File: config.mk
export PLATFORM = sky130hd
export DESIGN_NAME = pcrc_generator
export DESIGN_NICKNAME = d
export VERILOG_FILES = /design/src/logic/pcrc_generator.v
export VERILOG_INCLUDE_DIRS = /design/src /design/src/logic
export SDC_FILE = /design/constraint.sdc
export NUM_CORES = 1
export LEC_CHECK = 0
export BUFFER_PORTS_ARGS = -buffer_cell sky130_fd_sc_hd__buf_4
export CAP_MARGIN = 25
export CORE_MARGIN = 2
export CORE_UTILIZATION = 40
export DETAILED_ROUTE_END_ITERATION = 6
export GPL_TIMING_DRIVEN = 0
export PLACE_DENSITY = 0.6
export SYNTH_ARGS = -nofsm -noshare
export SYNTH_HDL_FRONTEND = slang
export SYNTH_SLANG_ARGS = --single-unit
File: constraint.sdc
create_clock -name clk_i -period 2.4 [get_ports clk_i]
set_clock_uncertainty 0.05 [all_clocks]
set_input_delay 0.12 -clock clk_i [delete_from_list [all_inputs] [get_ports clk_i]]
set_output_delay 0.12 -clock clk_i [all_outputs]
set_load 0.005 [all_outputs]
File: src/logic/pcrc_map.vh
// Register map, field positions and sizes of the CRC block.
// Assumes a 32-bit classic Wishbone slave; registers sit in the low 16 bits.
// Function
// - Checksum is the mod-2 remainder of the bit stream by the polynomial.
// - Taps bits 15..1 select polynomial terms; a 4-bit field selects length.
// - Term zero always fed back, top term implied at field plus one; tap bit 0 zero.
// - Length field holds length minus one; words are field plus one bits.
// - FIFO is 8 deep when length field exceeds 7, else 16 deep.
// - Data is written by byte or larger into the FIFO before shifting.
// - Word count rises by one when a write reaches the word's top bit.
// - Shifter runs only while go is set and the word count is nonzero.
// - Count drops after each word's last bit, bit 0; one clock per bit.
// - Clearing go stops the shifter; setting it starts the shifter.
// - Full flag at count equal depth; empty flag at count zero.
// - A write while full wraps the count to zero with no interrupt.
// - An interrupt fires when the word count goes from one to zero.
// - Sleep freezes the block in its current state until clock returns; pending events still pass.
// - Idle keeps running unless idle-stop is set; then freeze, pass events.
`ifndef PCRC_MAP_VH
`define PCRC_MAP_VH
`define PCRC_CONTROL_ADDR   4'h0
`define PCRC_TAPS_ADDR      4'h4
`define PCRC_WDATA_ADDR     4'h8
`define PCRC_RESULT_ADDR    4'hc
`define PCRC_POLY_LENGTH_MINUS_ONE_LSB       0
`define PCRC_GO_BIT         4
`define PCRC_EMPTY_BIT      6
`define PCRC_FULL_BIT       7
`define PCRC_COUNT_LSB      8
`define PCRC_IDLE_STOP_BIT  13
`define PCRC_DEPTH_SMALL    5'h08
`define PCRC_DEPTH_LARGE    5'h10
`define PCRC_POLY_LENGTH_MINUS_ONE_SPLIT     4'h7
`define PCRC_TAPS_MASK      16'hfffe
`endif
File: src/logic/pcrc_generator.v
// Programmable CRC generator with word FIFO and serial shifter.
// Assumes a classic Wishbone master on clk_i and power-state levels from
// the clock controller on the same clock.
`timescale 1ns/10ps
`include "pcrc_map.vh"
module pcrc_generator (
   input  wire        clk_i,
   input  wire        rst_i,
   input  wire [3:0]  adr_i,
   input  wire [31:0] dat_i,
   input  wire [3:0]  sel_i,
   input  wire        we_i,
   input  wire        cyc_i,
   input  wire        stb_i,
   output reg  [31:0] dat_o,
   output reg         ack_o,
   input  wire        sleep_i,
   input  wire        idle_i,
   output reg         irq_o
);
   reg  [3:0]  poly_length_minus_one_reg;
   reg         go_reg;
   reg         idle_stop_reg;
   reg  [15:0] taps_reg;
   reg  [15:0] crc_reg;
   reg  [4:0]  count_reg;
   reg  [15:0] fifo_mem [0:15];
   reg  [3:0]  wr_ptr_reg;
   reg  [3:0]  rd_ptr_reg;
   reg  [15:0] shift_reg;
   reg  [3:0]  bit_reg;
   reg         busy_reg;
   reg         pend_irq_reg;
   reg  [15:0] crc_next;
   reg  [15:0] rd_data;
   wire        req      = cyc_i & stb_i & ~ack_o;
   // A write lands at the edge where the master samples ack high, so the
   // register changes together with the end of the bus cycle.
   wire        wr       = cyc_i & stb_i & ack_o & we_i;
   wire        wr_data  = wr & (adr_i == `PCRC_WDATA_ADDR);
   wire [4:0]  depth    = (poly_length_minus_one_reg > `PCRC_POLY_LENGTH_MINUS_ONE_SPLIT) ?
                          `PCRC_DEPTH_SMALL : `PCRC_DEPTH_LARGE;
   wire        full     = (count_reg == depth);
   wire        empty    = (count_reg == 5'h00);
   wire        frozen   = sleep_i | (idle_i & idle_stop_reg);
   // Word is complete once a write covers the lane holding its top bit.
   wire        top_lane = poly_length_minus_one_reg[3] ? sel_i[1] : sel_i[0];
   wire        word_in  = wr_data & top_lane;
   wire        run      = ~frozen & go_reg;
   wire        load     = run & ~busy_reg & ~empty;
   wire        last_bit = run & busy_reg & (bit_reg == 4'h0);
   wire [15:0] len_mask = {1'b1, 15'h7fff} >> (4'hf - poly_length_minus_one_reg);
   wire [15:0] data_in  = {sel_i[1] ? dat_i[15:8] : 8'h00,
                           sel_i[0] ? dat_i[7:0] : 8'h00};
   integer     i;

   // One bit of mod-2 division: feedback is the top remainder bit XOR the
   // incoming data bit, applied to term zero and every enabled tap.
   always @* begin
      crc_next = crc_reg;
      if (run & busy_reg) begin
         crc_next[0] = crc_reg[poly_length_minus_one_reg] ^ shift_reg[poly_length_minus_one_reg];
         for (i = 1; i < 16; i = i + 1) begin
            crc_next[i] = crc_reg[i-1] ^
                          (taps_reg[i] & crc_next[0]);
         end
         crc_next = crc_next & len_mask;
      end
   end

   always @* begin
      case (adr_i)
         `PCRC_CONTROL_ADDR: rd_data = {2'b00, idle_stop_reg, count_reg,
                                        full, empty, 1'b0, go_reg,
                                        poly_length_minus_one_reg};
         `PCRC_TAPS_ADDR:    rd_data = taps_reg;
         `PCRC_RESULT_ADDR:  rd_data = crc_reg & len_mask;
         default:            rd_data = 16'h0000;
      endcase
   end

   always @(posedge clk_i) begin
      if (rst_i) begin
         poly_length_minus_one_reg      <= 4'h0;
         go_reg        <= 1'b0;
         idle_stop_reg <= 1'b0;
         taps_reg      <= 16'h0000;
         crc_reg       <= 16'h0000;
         count_reg     <= 5'h00;
         wr_ptr_reg    <= 4'h0;
         rd_ptr_reg    <= 4'h0;
         shift_reg     <= 16'h0000;
         bit_reg       <= 4'h0;
         busy_reg      <= 1'b0;
         pend_irq_reg  <= 1'b0;
         ack_o         <= 1'b0;
         dat_o         <= 32'h0000_0000;
         irq_o         <= 1'b0;
      end else begin
         ack_o <= req;
         dat_o <= {16'h0000, rd_data};
         irq_o <= 1'b0;
         if (wr & (adr_i == `PCRC_CONTROL_ADDR)) begin
            if (sel_i[0]) begin
               poly_length_minus_one_reg <= dat_i[3:0];
               go_reg   <= dat_i[`PCRC_GO_BIT];
            end
            if (sel_i[1]) begin
               idle_stop_reg <= dat_i[`PCRC_IDLE_STOP_BIT];
            end
         end
         if (wr & (adr_i == `PCRC_TAPS_ADDR)) begin
            if (sel_i[0]) begin
               taps_reg[7:0] <= dat_i[7:0] & 8'hfe;
            end
            if (sel_i[1]) begin
               taps_reg[15:8] <= dat_i[15:8];
            end
         end
         if (wr & (adr_i == `PCRC_RESULT_ADDR)) begin
            crc_reg <= data_in & len_mask;
         end else begin
            crc_reg <= crc_next;
         end
         // Lower byte lanes land in the slot the next word fills.
         if (wr_data & ~frozen) begin
            if (sel_i[0]) begin
               fifo_mem[wr_ptr_reg][7:0] <= dat_i[7:0];
            end
            if (sel_i[1]) begin
               fifo_mem[wr_ptr_reg][15:8] <= dat_i[15:8];
            end
         end
         if (load) begin
            shift_reg <= fifo_mem[rd_ptr_reg];
            rd_ptr_reg <= rd_ptr_reg + 4'h1;
            bit_reg  <= poly_length_minus_one_reg;
            busy_reg <= 1'b1;
         end else if (run & busy_reg) begin
            shift_reg <= {shift_reg[14:0], 1'b0};
            bit_reg   <= bit_reg - 4'h1;
            if (bit_reg == 4'h0) begin
               busy_reg <= 1'b0;
            end
         end
         // A pending event is passed on even while frozen. A new event in
         // the same cycle is assigned below, so the set wins over the clear.
         if (pend_irq_reg) begin
            irq_o        <= 1'b1;
            pend_irq_reg <= 1'b0;
         end
         if (~frozen) begin
            if (word_in & full) begin
               count_reg  <= 5'h00;
               wr_ptr_reg <= 4'h0;
               rd_ptr_reg <= 4'h0;
               busy_reg   <= 1'b0;
            end else if (word_in & ~last_bit) begin
               count_reg  <= count_reg + 5'h01;
               wr_ptr_reg <= wr_ptr_reg + 4'h1;
            end else if (word_in & last_bit) begin
               wr_ptr_reg <= wr_ptr_reg + 4'h1;
            end else if (last_bit) begin
               count_reg <= count_reg - 5'h01;
               if (count_reg == 5'h01) begin
                  pend_irq_reg <= 1'b1;
               end
            end
         end
      end
   end
endmodule

# Word level (Yosys, flattened, before mapping)

Memory sizes are Yosys's and may differ from the RTL's. A register that Yosys moved wholly into a read port is not among the register bits.
Cells that the tools add are included.
W data, S select, Z words.

Add/sub/neg operators: 6
Order comparisons: 2
Equal/unequal tests: 6
Shifts and indexed selects: 1
Muxes and demuxes: 41
Bitwise logic cells: 59
Reductions and logical operators: 14

Operators with widths:

| kind                    | number |
|---|---|
| $mux W16                | 4 |
| $and A16 B16 Y16        | 3 |
| $pmux W16 S3            | 1 |
| $mux W4                 | 9 |
| $and A1 B1 Y1           | 34 |
| $mux W5                 | 5 |
| $mux W1                 | 18 |
| $mux W8                 | 2 |
| $shr A16 B4 Y16 const A | 1 |
| $xor A1 B1 Y1           | 16 |
| $reduce_and A2 Y1       | 5 |
| $add A4 B1 Y4 const B   | 2 |
| $bmux W1 S4             | 2 |
| $eq A4 B4 Y1 const B    | 2 |
| $logic_not A4 Y1        | 2 |
| $reduce_bool A3 Y1      | 2 |
| $reduce_or A6 Y1        | 1 |
| $add A5 B1 Y5 const B   | 1 |
| $eq A5 B1 Y1 const B    | 1 |
| $eq A5 B5 Y1            | 1 |
| $logic_not A5 Y1        | 1 |
| $lt A4 B5 Y1 const B    | 1 |
| $not A1 Y1              | 5 |
| $sub A5 B1 Y5 const B   | 1 |
| 8 further kinds         | 9 |

Register bits after elaboration: 106
Memory bits (writable): 256
Input port bits: 47
Output and inout bits: 34
Logic and storage cells: 147
Memories: 1

Memories:

| memory   | depth | width | read ports | clocked after Yosys merged registers in | wr ports | line                | text |
|---|---|---|---|---|---|---|---|
| fifo_mem | 16    | 16    | 1          | 1                                       | 1        | pcrc_generator.v:27 | `reg [15:0] fifo_mem [0:15];` |

# Depth between registers and ports, before layout

Depth after elaboration: 10
Mapped depth: 9
Gate-level depth less buffers: 8

# Worst setup path after synthesis

Ideal clock, no wire load.

Path type: reg2reg
From: register ack_o
To: memory fifo_mem[3][0] (enable)
Library setup time: 0.383 ns
Arrival time: 1.855 ns
Data required time: 1.967 ns
Slack: 0.111 ns
Cell stages (with the launch flop): 7
Path buffers: 1
Period minus slack after synthesis: 2.289 ns
Cell sequence: dfxtp_1 and4_1 clkbuf_1 nand2_1 nor2_1 nand2_1 nor3_1

Cells in the longest elaborated chain, start to end: 7

RTL lines:

| element                       | line                 | text |
|---|---|---|
| start: declaration            | pcrc_generator.v:16  | `output reg ack_o,` |
| start signal: assignment      | pcrc_generator.v:100 | `ack_o <= req;` |
| $and A1 B1 Y1 (2 in a row)    | pcrc_generator.v:39  | `wire wr = cyc_i & stb_i & ack_o & we_i;` |
| $and A1 B1 Y1                 | pcrc_generator.v:40  | `` wire wr_data = wr & (adr_i == `PCRC_WDATA_ADDR); `` |
| $and A1 B1 Y1                 | pcrc_generator.v:126 | `if (wr_data & ~frozen) begin` |
| $mux W1                       | pcrc_generator.v:126 |  |
| $mux W1                       | pcrc_generator.v:83  | `if (rst_i) begin` |
| $mux W1 (not written as such) | pcrc_generator.v:128 | `fifo_mem[wr_ptr_reg][7:0] <= dat_i[7:0];` |
| end: declaration              | pcrc_generator.v:27  |  |

Every way passes these cells.

# Worst setup path after layout

From: register poly_length_minus_one_reg[1]
To: register crc_reg[7]

Cells in the longest elaborated chain, start to end: 8
Elaborated cells on any way between the ends: 13
Those cells by class: 1 x add/sub; 1 x shift; 6 x mux; 5 x bitwise

RTL lines:

| element                       | line                 | text |
|---|---|---|
| start: declaration            | pcrc_generator.v:21  | `reg [3:0] poly_length_minus_one_reg;` |
| start signal: assignment      | pcrc_generator.v:105 | `poly_length_minus_one_reg <= dat_i[3:0];` |
| $bmux W1 S4                   | pcrc_generator.v:62  | `crc_next[0] = crc_reg[poly_length_minus_one_reg] ^ shift_reg[poly_length_minus_one_reg];` |
| $mux W1 (not written as such) | pcrc_generator.v:62  |  |
| $xor A1 B1 Y1                 | pcrc_generator.v:62  |  |
| $and A1 B1 Y1                 | pcrc_generator.v:65  | `(taps_reg[i] & crc_next[0]);` |
| $xor A1 B1 Y1                 | pcrc_generator.v:64  | `crc_next[i] = crc_reg[i-1] ^` |
| $and A16 B16 Y16              | pcrc_generator.v:67  | `crc_next = crc_next & len_mask;` |
| $mux W16                      | pcrc_generator.v:61  | `if (run & busy_reg) begin` |
| $mux W16 (*)                  | pcrc_generator.v:120 | `` if (wr & (adr_i == `PCRC_RESULT_ADDR)) begin `` |
| end signal: assignment        | pcrc_generator.v:121 | `crc_reg <= data_in & len_mask;` |
| end signal: assignment        | pcrc_generator.v:123 | `crc_reg <= crc_next;` |
| end: declaration              | pcrc_generator.v:25  | `reg [15:0] crc_reg;` |

Mark *: on every way between the ends. The rest lies on a longest branch, timed or not. The select of a mux whose other input is x is not followed.
A chain may end at the register's enable or synchronous reset.

==> reports/results.tsv <==
stage	metric	value	unit
final_layout	layout-drive-gt1-share	0.2850	
placement	placed_area	0.01585	mm2
hold_path	hp-class	in2reg	
timing	rsz0062_at_grt	yes	
status	run_status	finished with violations	
clocking	h-tree-depth	2	
power	power_density	697.9	mW/mm2
clocking	clock-sinks	346	
flow_run	drv_cap	0	
timing	fmax	413.6	MHz
floorplanning	die_y	196.6	um
synthesis	ys_warn_count	0	
timing	period_minus_slack	2.418	ns
synthesis	synth_cell_types	56	
synthesis	synthArstFlopShare	0	
floorplanning	die_x	196.6	um
timing	hold_violations	0	
timing	fin_hold_ws	0.007736	ns
worst_setup_path	crit_family	multiplexers	
clocking	numCtsBuffers	37	
worst_setup_path	critPathLaunch	poly_length_minus_one_reg[1]	
global_routing	use_met2	0.3360	
worst_setup_path	cp_slowest_cell	mux4_2	
global_routing	grt_max_degree	20	
clocking	cts_max_path_buffers	3	
floorplanning	initial_core_util	0.4061	
timing	tightest_slew	1.067	ns
clocking	clk_latency	0.54	ns
clocking	cts_root_buf	clkbuf_16	
clocking	cts_tree	done	
power	irDropWorstVdd	0.5631	mV
synthesis	synth_area	0.01483	mm2
timing	finalMaxSlewViolations	0	
timing	slew_headroom	0.2867	
placement	hpwl	26360	um
global_routing	busiest_layer	met2	
placement	gp_congestion	0.8990	
global_routing	grt_pass1_vias	9420	
placement	port_buffers	45	
floorplanning	ioPinCount	81	
worst_setup_path	cp-end-kind	register	
final_layout	layout_common_cells	edfxtp_1, buf_4, mux4_2	
global_routing	grt_first_pass_wirelength	58690	um
routing	vias_per_cell	5.726	
final_layout	final_common_cell	edfxtp_1	
routing	routedWlPerCell	23.65	um
global_routing	antenna_found_initial	0	
worst_setup_path	r2r_start	poly_length_minus_one_reg[1]	
synthesis	yosys.area.top_type	edfxtp_1	
routing	dr.first_iter.drc_count	987	
worst_setup_path	crit_buf_inv	4	
power	finalPower	0.01255	W
routing	drt_wl_total	39120	um
synthesis	yosysTopAreaCellShare	0.5183	
timing	setup_viol	2	
timing	post-route-period-util	1.007	
hold_path	hold_start	rst_i	
clocking	clk_pin_slew_worst_paths	0.06	ns
placement	pre_cts_slack	-0.7269	ns
worst_setup_path	cp_cell_sequence	buf_8, buf_6, mux4_2, mux2i_1, xnor2_1, mux2i_1, buf_4, buf_4, nor3_1, or3_1	
synthesis	ys_seq_area_frac	0.6397	
timing	timing.final.ws_setup	-0.01772	ns
worst_setup_path	arrival	2.78	ns
routing	remaining_drc_errors	0	
synthesis	synth_edf_count	256	
worst_setup_path	cp.required	2.76	ns
final_layout	nets	1215	
synthesis	synthTopCellsByArea	edfxtp_1, mux4_2, dfxtp_1, a21oi_1, mux2i_1	
global_routing	grtUsageMet3	0.03285	
worst_setup_path	worst-setup-path-type	reg2reg	
synthesis	synth-seq-cells	346	
final_layout	antenna_cells	0	
routing	antenna_left	0	
routing	dr.pass1.iters	7	
synthesis	synthCells	1015	
global_routing	grt_use_met1	0.2808	
final_layout	synthToLayoutAreaGrowth	21.23	%
floorplanning	die-area	0.03864	mm2
floorplanning	core_area	0.03652	mm2
synthesis	synth_top_flop_cell	edfxtp_1	
final_layout	post-route-util	0.4924	
routing	vias	9471	
final_layout	design_area	0.01798	mm2
power	p_leak	5.908	nW
final_layout	top_register	fifo_mem	
global_routing	overflow	0	
status	violations	negative setup slack	
worst_setup_path	cp-start-kind	register	
synthesis	postSynthAreaPerCell	14.61	um2
final_layout	largest_reg_flops	256	
floorplanning	rows	70	
global_routing	grtUsageTotal	0.2043	
worst_setup_path	cpPeakStageDelay	0.48	ns
worst_setup_path	critPathMaxFanout	7	
-- final timing paths --
| kind | to | slack [ns] | cells after the start |
|---|---|---|---|
| setup / recovery | crc_reg[7] | -0.02 | 10 |
| hold / removal | count_reg[4] | 0.008 | 3 |
| setup reg to reg | crc_reg[7] | -0.02 | 10 |
| hold reg to reg | ack_o | 0.41 | 1 |
-- cell usage after synthesis, types with 6 or more instances --
cell	instances
a31oi_1	9
buf_2	11
mux2i_1	30
nand2_1	59
a211oi_1	9
mux4_2	87
and2_1	23
nand2b_1	7
clkbuf_1	44
dfxtp_1	90
nor2_1	80
nor3_1	22
nand4_1	13
nand3_1	10
o211ai_1	11
and3_1	7
nand3b_1	6
nand4b_1	8
ha_1	11
a21oi_1	62
buf_1	6
edfxtp_1	256
buf_4	18
xnor2_1	6
o21ai_0	24
a32oi_1	16
inv_1	28
-- worst reg2reg max path: cells and delay by family (launching register included) --
| kind | cells | cell delay (ns) |
|---|---|---|
| XOR/XNOR | 1 | 0.10 |
| buffers and inverters | 4 | 0.61 |
| flip-flops | 1 | 0.37 |
| AND/OR/NAND/NOR | 2 | 0.34 |
| multiplexers | 3 | 0.84 |
-- cell families after synthesis --
| family | count (synthesis) | share of synthesized area |
|---|---|---|
| mux | 119 | 0.1539 |
| fa+ha+maj | 11 | 0.009279 |
| flops | 346 | 0.6397 |
| xor+xnor | 10 | 0.005904 |
| simple gates | 267 | 0.09313 |
| buf+inv | 108 | 0.03332 |
| other cells | 1 | 0.0002528 |
| compound gates | 153 | 0.06453 |
-- what timing repair did --
| item | in CTS | in global routing |
|---|---|---|
| endpoints found under the hold margin | 277 | 0 |
| pin swaps | 7 | 14 |
| hold buffers | 18 | 0 |
| buffers inserted | 13 | 11 |
| gates cloned | 1 | 1 |
| resized for setup | 122 | 48 |
| endpoints found under the setup margin | 303 | 246 |
-- area by class of cell --
class / instances / area (um2)
tap: 468 / 585.6
timing repair buffer: 95 / 814.5
clock inverter: 21 / 242.7
multi-input combinational: 576 / 5219
inverter: 28 / 105.1
buffer: 73 / 504.2
clock buffer: 47 / 1015
sequential: 346 / 9497
fill: 3050 / 18540
-- per-layer routing --
| layer | wire (um) | vias up |
|---|---|---|
| met4 | 1086 | 0 |
| met1 | 16280 | 4798 |
| met5 | 0 | - |
| li1 | - | 4194 |
| met2 | 18920 | 404 |
| met3 | 2836 | 75 |
-- where the power goes --
part | switching [W] | internal, W
Combinational | 0.000170 | 0.0000813
Clock | 0.00242 | 0.00347
Sequential | 0.000000815 | 0.00641
-- per-stage QoR --
stage,TNS [ns],cells
final,-0.02923,1654
after global placement,-126.39,1543
after detailed placement,-122.60,1549
after global routing,-1.037,1654
after CTS,-3.174,1645
after floorplan,0,1030
(Power assumes the default switching activity.)
